<file path="src/common/tcc_pkg.sv">
// constants, field layout and mode type of the 16-bit capture/compare timer
// assumes one system clock and a simple byte/halfword cpu register port
//
// Functional notes
// RULE1 - register A captures on chosen input B edge
// RULE2 - edge-select code 10 never programmed by software
// RULE3 - edge select B bits 7:6, A bits 5:4
// RULE4 - register A written whole, not reset
// RULE5 - A equal zero matches on 0000 to 0001 after wrap
// RULE6 - software keeps A nonzero in match-clear mode
// RULE7 - lowered compare value matches only after wrap
// RULE8 - capture from input A raises no interrupt
// RULE9 - register B compare raises match B interrupt
// RULE10 - control bit 2 selects register B capture
// RULE11 - register B captures on input A valid edge
// RULE12 - mode 00 stops, clears counter, no interrupts
// RULE13 - mode 01 free, 10 edge-clear, 11 match-clear
// RULE14 - mode bit 1 adds input A edge toggle
// RULE15 - running modes interrupt on A or B match
// RULE16 - bit 0 overflow flag, also in match-clear wrap
// RULE17 - only overflow flag written while timer runs
// RULE18 - control bit 1 picks register A capture source
// RULE19 - control bit 0 selects register A capture
// RULE20 - both-edges input A gives no A capture
// RULE21 - no A capture while match-clear mode selected
// RULE22 - no input A count clock with B capture
// RULE23 - control register written only while stopped
// RULE24 - counter steps on tick, cpu read pauses it
// RULE25 - clock select: div2, div4, div64, input A
// RULE26 - events on count clock, interrupts single pulses

package tcc_pkg;

    // register addresses
    localparam logic [15:0] ADDR_TMC = 16'hFF78;
    localparam logic [15:0] ADDR_PRM = 16'hFF7A;
    localparam logic [15:0] ADDR_CRC = 16'hFF7C;
    localparam logic [15:0] ADDR_CNT = 16'hFF70;
    localparam logic [15:0] ADDR_CRA = 16'hFF72;
    localparam logic [15:0] ADDR_CRB = 16'hFF74;

    // field positions
    localparam int TMC_OVF_BIT = 0;
    localparam int TMC_TOG_BIT = 1;
    localparam int TMC_MODE_LSB = 2;
    localparam int CRC_A_CAP_BIT = 0;
    localparam int CRC_A_SRC_BIT = 1;
    localparam int CRC_B_CAP_BIT = 2;
    localparam int PRM_CLK_LSB = 0;
    localparam int PRM_ES_A_LSB = 4;
    localparam int PRM_ES_B_LSB = 6;

    // reset values
    localparam logic [7:0] TMC_RESET = 8'h00;
    localparam logic [7:0] CRC_RESET = 8'h00;
    localparam logic [7:0] PRM_RESET = 8'h00;

    // edge select codes
    localparam logic [1:0] EDGE_FALL = 2'h0;
    localparam logic [1:0] EDGE_RISE = 2'h1;
    localparam logic [1:0] EDGE_BOTH = 2'h3;

    // count clock select codes and divider masks
    localparam logic [1:0] CLK_DIV2 = 2'h0;
    localparam logic [1:0] CLK_DIV4 = 2'h1;
    localparam logic [1:0] CLK_DIV64 = 2'h2;
    localparam logic [1:0] CLK_PIN_A = 2'h3;
    localparam logic [5:0] DIV2_MASK = 6'h01;
    localparam logic [5:0] DIV4_MASK = 6'h03;
    localparam logic [5:0] DIV64_MASK = 6'h3F;

    typedef enum logic [1:0] {
        TCC_STOP,
        TCC_FREE,
        TCC_EDGE_CLR,
        TCC_MATCH_CLR
    } tcc_mode_t;

endpackage

</file>
<file path="src/tcc_edge_detect.sv">
// edge finder for one trigger input with a selectable valid edge
// assumes the pin is already synchronous to clk_sys
`timescale 1ns/1ps

module tcc_edge_detect (
    // clock and reset
    input wire logic clk_sys,
    input wire logic rst_b,
    // pin and edge choice
    input wire logic pin,
    input wire logic [1:0] edge_sel,
    // detected edges
    output logic valid_edge,
    output logic reverse_edge
);

    typedef struct packed {
        logic prev;
    } tcc_edge_state_t;

    tcc_edge_state_t st_reg;
    tcc_edge_state_t st_next;
    logic rise;
    logic fall;

    assign rise = pin && !st_reg.prev;
    assign fall = !pin && st_reg.prev;

    always_comb begin
        st_next.prev = pin;
        valid_edge = 1'b0;
        reverse_edge = 1'b0;
        unique case (edge_sel)
            tcc_pkg::EDGE_FALL: begin
                valid_edge = fall;
                reverse_edge = rise;
            end
            tcc_pkg::EDGE_RISE: begin
                valid_edge = rise;
                reverse_edge = fall;
            end
            // no reverse edge exists when both edges are valid [RULE20]
            tcc_pkg::EDGE_BOTH: begin
                valid_edge = rise || fall;
                reverse_edge = 1'b0;
            end
            // prohibited code: no edge at all [RULE2]
            default: begin
                valid_edge = 1'b0;
                reverse_edge = 1'b0;
            end
        endcase
    end

    // reset low: a pin high after reset shows a rising edge once
    always_ff @(posedge clk_sys or negedge rst_b) begin
        if (!rst_b) begin
            st_reg <= '0;
        end else begin
            st_reg <= st_next;
        end
    end

endmodule

</file>
<file path="src/tcc_timer.sv">
// 16-bit up-counter with two capture/compare registers and cpu port
// assumes cpu strobes and trigger pins synchronous to clk_sys
`timescale 1ns/1ps

module tcc_timer #(
    parameter int CNT_W = 16
) (
    // clock and reset
    input wire logic clk_sys,
    input wire logic rst_b,
    // cpu register port
    input wire logic [15:0] cpu_addr,
    input wire logic [15:0] cpu_wdata,
    input wire logic cpu_wr,
    input wire logic cpu_rd,
    output logic [15:0] cpu_rdata,
    // trigger pins
    input wire logic trigger_input_a,
    input wire logic trigger_input_b,
    // timer output and interrupts
    output logic timer_output_pin,
    output logic match_irq_a,
    output logic match_irq_b
);

    generate
        if (CNT_W < 2 || CNT_W > 16) begin : g_bad_width
            $error("tcc_timer: CNT_W must lie in 2..16");
        end
    endgenerate

    typedef struct packed {
        tcc_pkg::tcc_mode_t mode;
        logic tog_sel;
        logic ovf;
        logic [2:0] crc;
        logic [7:0] prm;
        logic [CNT_W-1:0] cnt;
        logic wrapped;
        logic [5:0] div;
        logic out;
        logic irq_a;
        logic irq_b;
        logic [15:0] rdata;
    } tcc_state_t;

    typedef struct packed {
        logic [CNT_W-1:0] cr_a;
        logic [CNT_W-1:0] cr_b;
    } tcc_data_t;

    tcc_state_t st_reg;
    tcc_state_t st_next;
    tcc_data_t dat_reg;
    tcc_data_t dat_next;

    logic a_valid;
    logic a_rev;
    logic b_valid;
    logic running;
    logic base_tick;
    logic cnt_read;
    logic tick;
    logic hit_a;
    logic hit_b;
    logic ovf_hit;
    logic cap_a_from_b;
    logic cap_a_from_a;
    logic cap_b;
    logic edge_clr;
    logic toggle;
    logic [15:0] rd_word;

    // edge select fields of the prescaler register [RULE3]
    tcc_edge_detect u_edge_a (
        .clk_sys(clk_sys),
        .rst_b(rst_b),
        .pin(trigger_input_a),
        .edge_sel(st_reg.prm[tcc_pkg::PRM_ES_A_LSB +: 2]),
        .valid_edge(a_valid),
        .reverse_edge(a_rev)
    );

    tcc_edge_detect u_edge_b (
        .clk_sys(clk_sys),
        .rst_b(rst_b),
        .pin(trigger_input_b),
        .edge_sel(st_reg.prm[tcc_pkg::PRM_ES_B_LSB +: 2]),
        .valid_edge(b_valid),
        .reverse_edge()
    );

    assign running = st_reg.mode != tcc_pkg::TCC_STOP;

    // count clock source [RULE25]
    always_comb begin
        base_tick = 1'b0;
        unique case (st_reg.prm[tcc_pkg::PRM_CLK_LSB +: 2])
            tcc_pkg::CLK_DIV2: begin
                base_tick = (st_reg.div & tcc_pkg::DIV2_MASK) == tcc_pkg::DIV2_MASK;
            end
            tcc_pkg::CLK_DIV4: begin
                base_tick = (st_reg.div & tcc_pkg::DIV4_MASK) == tcc_pkg::DIV4_MASK;
            end
            tcc_pkg::CLK_DIV64: begin
                base_tick = (st_reg.div & tcc_pkg::DIV64_MASK) == tcc_pkg::DIV64_MASK;
            end
            tcc_pkg::CLK_PIN_A: begin
                base_tick = a_valid;
            end
        endcase
    end

    // a counter read swallows that tick so the value stays put [RULE24]
    assign cnt_read = cpu_rd && (cpu_addr == tcc_pkg::ADDR_CNT);
    assign tick = running && base_tick && !cnt_read;

    // match on the tick that leaves the compare value; zero waits for a wrap
    assign hit_a = tick && !st_reg.crc[tcc_pkg::CRC_A_CAP_BIT]
        && (st_reg.cnt == dat_reg.cr_a)
        && ((dat_reg.cr_a != '0) || st_reg.wrapped); // [RULE5] [RULE7] [RULE15]
    assign hit_b = tick && !st_reg.crc[tcc_pkg::CRC_B_CAP_BIT]
        && (st_reg.cnt == dat_reg.cr_b)
        && ((dat_reg.cr_b != '0) || st_reg.wrapped); // [RULE9] [RULE15]
    assign ovf_hit = tick && (st_reg.cnt == '1); // [RULE16]

    // capture sources [RULE1] [RULE18] [RULE19] [RULE10] [RULE11]
    assign cap_a_from_b = running && st_reg.crc[tcc_pkg::CRC_A_CAP_BIT]
        && !st_reg.crc[tcc_pkg::CRC_A_SRC_BIT] && b_valid;
    assign cap_a_from_a = running && st_reg.crc[tcc_pkg::CRC_A_CAP_BIT]
        && st_reg.crc[tcc_pkg::CRC_A_SRC_BIT] && a_rev; // [RULE20]
    assign cap_b = running && st_reg.crc[tcc_pkg::CRC_B_CAP_BIT] && a_valid;

    assign edge_clr = (st_reg.mode == tcc_pkg::TCC_EDGE_CLR) && a_valid; // [RULE13]
    assign toggle = hit_a || hit_b || (running && st_reg.tog_sel && a_valid); // [RULE14]

    always_comb begin
        rd_word = 16'h0000;
        if (cpu_addr == tcc_pkg::ADDR_TMC) begin
            rd_word[tcc_pkg::TMC_OVF_BIT] = st_reg.ovf;
            rd_word[tcc_pkg::TMC_TOG_BIT] = st_reg.tog_sel;
            rd_word[tcc_pkg::TMC_MODE_LSB +: 2] = st_reg.mode;
        end else if (cpu_addr == tcc_pkg::ADDR_CRC) begin
            rd_word[2:0] = st_reg.crc;
        end else if (cpu_addr == tcc_pkg::ADDR_PRM) begin
            rd_word[7:0] = st_reg.prm & 8'hF3;
        end else if (cpu_addr == tcc_pkg::ADDR_CNT) begin
            rd_word = 16'(st_reg.cnt);
        end else if (cpu_addr == tcc_pkg::ADDR_CRA) begin
            rd_word = 16'(dat_reg.cr_a);
        end else if (cpu_addr == tcc_pkg::ADDR_CRB) begin
            rd_word = 16'(dat_reg.cr_b);
        end
    end

    always_comb begin
        st_next = st_reg;
        dat_next = dat_reg;
        st_next.irq_a = 1'b0;
        st_next.irq_b = 1'b0;
        if (cpu_rd) begin
            st_next.rdata = rd_word;
        end
        // cpu writes; a hardware event below overrides them
        if (cpu_wr) begin
            if (cpu_addr == tcc_pkg::ADDR_TMC) begin
                st_next.ovf = cpu_wdata[tcc_pkg::TMC_OVF_BIT];
                st_next.tog_sel = cpu_wdata[tcc_pkg::TMC_TOG_BIT];
                st_next.mode = tcc_pkg::tcc_mode_t'(cpu_wdata[tcc_pkg::TMC_MODE_LSB +: 2]);
            end
            if (cpu_addr == tcc_pkg::ADDR_CRC) begin
                st_next.crc = cpu_wdata[2:0];
            end
            if (cpu_addr == tcc_pkg::ADDR_PRM) begin
                st_next.prm = cpu_wdata[7:0] & 8'hF3;
            end
            // one full-width write only [RULE4]
            if (cpu_addr == tcc_pkg::ADDR_CRA) begin
                dat_next.cr_a = cpu_wdata[CNT_W-1:0];
            end
            if (cpu_addr == tcc_pkg::ADDR_CRB) begin
                dat_next.cr_b = cpu_wdata[CNT_W-1:0];
            end
        end
        if (!running) begin
            // stopped: counter held at zero, nothing fires [RULE12]
            st_next.cnt = '0;
            st_next.wrapped = 1'b0;
            st_next.div = 6'h00;
        end else begin
            st_next.div = st_reg.div + 6'h01;
            if (edge_clr) begin
                st_next.cnt = '0;
            end else if (tick) begin
                if ((st_reg.mode == tcc_pkg::TCC_MATCH_CLR)
                    && !st_reg.crc[tcc_pkg::CRC_A_CAP_BIT]
                    && (st_reg.cnt == dat_reg.cr_a)) begin
                    st_next.cnt = '0; // [RULE13]
                end else begin
                    st_next.cnt = st_reg.cnt + 1'b1; // [RULE24]
                end
            end
            // set wins over a same-cycle software clear [RULE16]
            if (ovf_hit) begin
                st_next.ovf = 1'b1;
                st_next.wrapped = 1'b1;
            end
            if (cap_a_from_b || cap_a_from_a) begin
                dat_next.cr_a = st_reg.cnt; // [RULE1] [RULE18]
            end
            if (cap_b) begin
                dat_next.cr_b = st_reg.cnt; // [RULE11]
            end
            // register A capture from input A stays silent [RULE8] [RULE26]
            st_next.irq_a = hit_a || cap_a_from_b;
            st_next.irq_b = hit_b || cap_b;
            if (toggle) begin
                st_next.out = !st_reg.out; // [RULE14]
            end
        end
    end

    always_ff @(posedge clk_sys or negedge rst_b) begin
        if (!rst_b) begin
            st_reg <= '0;
            st_reg.mode <= tcc_pkg::tcc_mode_t'(tcc_pkg::TMC_RESET[tcc_pkg::TMC_MODE_LSB +: 2]);
            st_reg.crc <= tcc_pkg::CRC_RESET[2:0];
            st_reg.prm <= tcc_pkg::PRM_RESET;
        end else begin
            st_reg <= st_next;
        end
    end

    // compare/capture contents are left undefined by reset [RULE4]
    always_ff @(posedge clk_sys) begin
        dat_reg <= dat_next;
    end

    assign cpu_rdata = st_reg.rdata;
    assign timer_output_pin = st_reg.out;
    assign match_irq_a = st_reg.irq_a;
    assign match_irq_b = st_reg.irq_b;
endmodule

</file>
<file path="config.mk">
export PLATFORM = sky130hd
export DESIGN_NAME = tcc_timer
export DESIGN_NICKNAME = d
export VERILOG_FILES = /design/src/common/tcc_pkg.sv /design/src/tcc_edge_detect.sv /design/src/tcc_timer.sv
export SDC_FILE = /design/constraint.sdc
export NUM_CORES = 1
export LEC_CHECK = 0
export BUFFER_PORTS_ARGS = -buffer_cell sky130_fd_sc_hd__buf_4
export CAP_MARGIN = 10
export CORE_MARGIN = 1
export CORE_UTILIZATION = 30
export DETAILED_ROUTE_END_ITERATION = 7
export GPL_TIMING_DRIVEN = 0
export PLACE_DENSITY = 0.56
export SLEW_MARGIN = 20
export SYNTH_ARGS = -nofsm -noshare
export SYNTH_HDL_FRONTEND = slang
export SYNTH_SLANG_ARGS = --single-unit
</file>
<file path="constraint.sdc">
create_clock -name clk_sys -period 2.61 [get_ports clk_sys]
set_clock_uncertainty 0.15 [all_clocks]
set_input_delay 0.261 -clock clk_sys [delete_from_list [all_inputs] [get_ports clk_sys]]
set_output_delay 0.261 -clock clk_sys [all_outputs]
set_load 0.02 [all_outputs]
</file>
Yosys cells after proc, flatten, opt, wreduce, memory -nomap -nowiden
Cells that the tools add are included.
{ "word_totals": {"regBits": 89, "latch_bits": 0, "mem_bits_rw": 0, "mem_bits_ro": 0, "output_inout_bits": 19, "mem_count": 0} }
{ "op_classes": {"n_addsub": 2, "mul": 0, "div_mod_pow": 0, "order_cmp": 0, "eq_ne": 22, "n_shift": 0, "muxes": 31, "n_bitwise": 0, "n_reduce_logical": 54} }
{ "op_table": {"columns": ["cell", "count"], "rows": [
  ["16-bit 2-to-1 mux", 10],
  ["16-bit == test, second input constant", 7],
  ["32-bit 2-to-1 mux", 2],
  ["16-bit == test", 2],
  ["16-bit nonzero test", 2],
  ["1-bit logical AND", 26],
  ["12-bit 2-to-1 mux", 2],
  ["8-bit 2-to-1 mux", 3],
  ["23-bit 2-to-1 mux", 1],
  ["16-bit by 1-bit adder with 16-bit output, second input constant", 1],
  ["2-bit == test, second input constant", 7],
  ["13-bit 2-to-1 mux", 1],
  ["1-bit zero test", 9],
  ["1-bit logical OR", 9],
  ["2-bit AND reduction", 4],
  ["6-bit by 1-bit adder with 6-bit output, second input constant", 1],
  ["2-bit by 1-bit == test with 1-bit output, second input constant", 3],
  ["6-bit == test, second input constant", 1],
  ["2-bit zero test", 3],
  ["3-bit 2-to-1 mux", 2],
  ["1-bit one-hot mux with 3 select lines", 2],
  ["1-bit 2-to-1 mux", 4],
  ["4-bit 2-to-1 mux", 1],
  ["1-bit one-hot mux with 4 select lines", 1],
  ["5 further kinds", 5]
]} }

Logic depth before layout (Yosys ltp)
{ "depth": {"word_depth": 13, "mapped_depth": 10, "ltp_nobuf": 8} }

Hierarchy
A second synthesis with hierarchy kept.
{ "unflattened": {"cells_unflattened": 564, "hier_area_um2": 5052.3} }
{ "by_module_without_submodules": {"columns": ["module", "instances", "cells_per_inst", "area_per_inst_um2"], "rows": [
  ["tcc_timer", 1, 544, 4869.7],
  ["tcc_edge_detect", 2, 10, 91.3]
]} }

Least setup slack after synthesis
OpenSTA, ideal clock, no wires.
{ "synth_path": {"path_kind": "flip-flop to flip-flop", "start": "register st_reg[31] in the netlist's numbering", "end": "register st_reg[40] in the netlist's numbering", "setup_ns": 0.125, "t_arrival_ns": 1.933, "required_time_ns": 2.335, "slack_ns": 0.402, "stages_incl_launch_ff": 9, "n_path_buf": 2, "period_less_slack_ns": 2.208, "path_cell_list": "dfrtp_1 buf_2 xor2_1 nor4_1 nand3_1 o31ai_4 buf_2 o21ai_0 mux2_2"} }
{ "synth_between": {"elab_chain_cells": 6, "elab_cells_between_ends": 7} }
{ "synth_lines": {"columns": ["item", "line", "source"], "rows": [
  ["start, declared", "tcc_timer.sv:52", "tcc_state_t st_reg;"],
  ["start signal, assigned", "tcc_timer.sv:230", "st_reg <= st_next;"],
  ["parallel branches: the longest is 2 deep, another holds 16-bit by 1-bit adder with 16-bit output", null, null],
  ["16-bit 2-to-1 mux *", "tcc_timer.sv:195", "if ((st_reg.mode == tcc_pkg::TCC_MATCH_CLR)"],
  ["16-bit 2-to-1 mux *", "tcc_timer.sv:194", "end else if (tick) begin"],
  ["16-bit 2-to-1 mux *", "tcc_timer.sv:192", "if (edge_clr) begin"],
  ["23-bit 2-to-1 mux *", "tcc_timer.sv:185", "if (!running) begin"]
]} }
Every way passes the cells marked *. The select of a mux whose other input is x is not followed.
A chain may end at the register's enable or synchronous reset.

Final worst setup path
{ "layout_path": {"start": "register st_reg[31] in the netlist's numbering", "end": "register st_reg[30] in the netlist's numbering"} }
{ "layout_between": {"elab_chain_cells": 6} }
{ "layout_lines": {"columns": ["item", "line", "source"], "rows": [
  ["16-bit == test", "tcc_timer.sv:197", "&& (st_reg.cnt == dat_reg.cr_a)) begin"],
  ["1-bit logical AND", "tcc_timer.sv:197", null],
  ["16-bit 2-to-1 mux", "tcc_timer.sv:195", null],
  ["16-bit 2-to-1 mux", "tcc_timer.sv:194", null],
  ["16-bit 2-to-1 mux", "tcc_timer.sv:192", null],
  ["23-bit 2-to-1 mux", "tcc_timer.sv:185", null]
]} }
Every way passes these cells. The select of a mux whose other input is x is not followed.

==> run summary <==
Synth Net Count: 629
FP Rows: 47
Drt pass-1 iters: 5
Clk slew on worst S/H paths: 0.06 ns
Vias per std cell: 5.12
Tmin final: 2.50 ns
# IOs: 57
CP Data Required Time: 2.70 ns
Final ANT Viol Nets: 0
Tot GR Track Use: 17.7%
CTS sink count: 89
Crit path top cell by count: buf_2
R2r setup slk: 0.11 ns
Worst rel slew slack: 50.6%
Post-synth top area share: 27.3%
Antenna violations before repair: 0
FF-to-FF Start: st_reg[31]
Crit share post-route: 95.9%
Die Ht: 134 um
Largest cells by area after synthesis: dfrtp_1 27%, dfxtp_1 12%, mux2i_1 10%, xor2_1 5.7%, o21ai_0 4.4%
Synth area leader: dfrtp_1
CTS H-tree lvls: 3
Worst path depth: 8
IO Port Bufs: 54
Max reg flops: 36
First-pass GRT wire length: 24200 um
Final HPWL DP: 11400 um
Tot Pwr: 2920 uW
Worst setup startpoint: st_reg[31]
Reg2reg end: st_reg[30]
Post-layout util: 37.4%
Hold Crit Class: in -> reg
Width of the die: 134 um
Top_reg_cell synth: dfrtp_1
Cell count of the worst reg-to-reg path: 8
DR iter-0 viols: 395
Worst Path Max Fanout: 10
Drt total wl: 15200 um
Post-route DRC: 0
Max-cap violation count: 0
Synth-to-Final Area Change: 20.1%
Slowest stage delay, CP: 0.35 ns
Layout Nets: 695
Worst-path cell chain: buf_2 -> xor2_1 -> nor4_1 -> nand3_1 -> o31ai_4 -> buf_2 -> o21ai_0 -> a22o_1
Die area: 17900 um2
CORE AREA: 16800 um2
CTS buffer count: 9
Fin. Hold Viols: 0
Hold_sp: cpu_wdata[4]
Max Clk Rate: 400 MHz
Warnings, synthesis: 0
Setup TNS: 0 ns
Synthesized flop and latch total: 89
Mapped cell area: 5220 um2
Congestion Overflow GR: 0
Pins Over Slew Limit: 0
Leak: 0.00295 uW
Seq/Total Area, Yosys: 39.6%
Data arrival, critical path: 2.59 ns
CP bufs+invs: 2
Critical path's slowest cell: dfrtp_1
Fin Hold WS: 0.0302 ns
Avg Inst Size Synth: 8.92 um2
Worst slew pin tran: 0.741 ns
Maximum VDD drop: 0.287 mV
CP endpoint: st_reg[30]
Worst-skew pair later-pin latency: 0.35 ns
Pwr/cell area: 466 nW/um2
Mapped Cells: 585
Starting Density: 31.1%
Largest net degree at the start of global routing: 58
Synth unique cells: 54
CTS tree: done
Max clock buf depth: 2
Clk root buf: clkbuf_16
Number of diodes: 0
Vias in the first global route: 4394
Crit path kind: reg -> reg
Share of layout cells above drive strength 1: 20.3%
Crit. End Element: flop
FFs w/ async S/R, synth: 64.0%
WL/cell: 17.3 um
Final setup fails: 0
Worst setup SP type: flop
Design area: 6270 um2
Crit path max-delay family: compound AO/OA/AOI/OAI gates
EDFF count, synth: 0
GPL Wtd Cong: 0.861
Outcome: complete, no violations
DR vias: 4482
Post-DP Area: 5900 um2
## cell usage in the layout (no fill, tap or decap), drive strengths merged, types with 26 or more instances in the layout
| cell | instances |
|---|---|
| buf | 97 |
| nor2 | 52 |
| a21oi | 26 |
| dfxtp | 32 |
| xor2 | 34 |
| nand2 | 48 |
| dfrtp | 57 |
| mux2i | 52 |
| o21ai | 56 |
| clkbuf | 29 |
## report_power, final
group          internal (uW)  leakage [uW]  total (uW)  switching, uW
sequential              1380       0.00104        1390           5.46
clock                    820      0.000153        1360            542
combinational           78.4       0.00176         175           96.1
total                   2280       0.00295        2920            643
## timing repair
| item | in CTS | in global routing |
|---|---|---|
| buffers inserted | 0 | 4 |
| pin swaps | 0 | 1 |
| endpoints found under the setup margin | 13 | 18 |
| gates resized for setup | 1 | 7 |
| endpoints found under the hold margin | 59 | 0 |
| hold buffers | 3 | 0 |
## cell families after synthesis
group / after synthesis / share of synthesized area, %
compound gates: 122 / 14.6
xor+xnor: 36 / 6.04
fa+ha+maj: 6 / 1.44
buf+inv: 76 / 7.36
flops: 89 / 39.6
mux: 65 / 12.8
simple gates: 191 / 18.2
## worst min-delay path by stage
stage	depth (start not counted)	to
floorplan	0	cpu_rdata[0]
global placement	1	cpu_rdata[11]
CTS	2	st_reg[46]
global route	2	st_reg[46]
detailed placement	1	cpu_rdata[11]
finish	2	st_reg[46]
## worst register-to-register path, stage by stage, from the launching register on
cell     delay (ns)
dfrtp_1        0.35
buf_2          0.19
xor2_1         0.16
nor4_1         0.30
nand3_1        0.27
o31ai_4        0.34
buf_2          0.27
o21ai_0        0.11
a22o_1         0.25
## layout make-up
class	instances	area [um2]
plain buffers	54	303
flip-flops and latches	89	2070
well taps	220	275
clock buffers	14	274
repair buffers	61	465
clock inverters	2	35.0
inverters	16	60.1
fillers	1721	10500
multi-input cells	420	2790
## layer usage
layer | track usage (%) | part of all wire (%)
met5 | 0 | 0
met3 | 2.46 | 3.9
met2 | 28.8 | 48
met1 | 23.5 | 46
met4 | 7.01 | 2.0
## through the flow
step                setup WS (ns)  std cells
global placement           -0.143        859
global route             -0.00975        876
detailed placement         -0.127        859
finish                      0.107        876
floorplan                   0.402        585
CTS                       0.00119        873
## synthesized netlist by cell type (all sizes together), types with 7 or more instances
cell and number:
a21o 8, nand2 48, mux2i 52, nor4 17
nand3 17, mux2 13, dfxtp 32, a21oi 26
o21ai 56, dfrtp 57, nand2b 7, clkbuf 21
nand4 7, nor3 10, nor2b 7, buf 39
inv 16, and3 9, xor2 34, nor2 52
(Power assumes the default switching activity.)
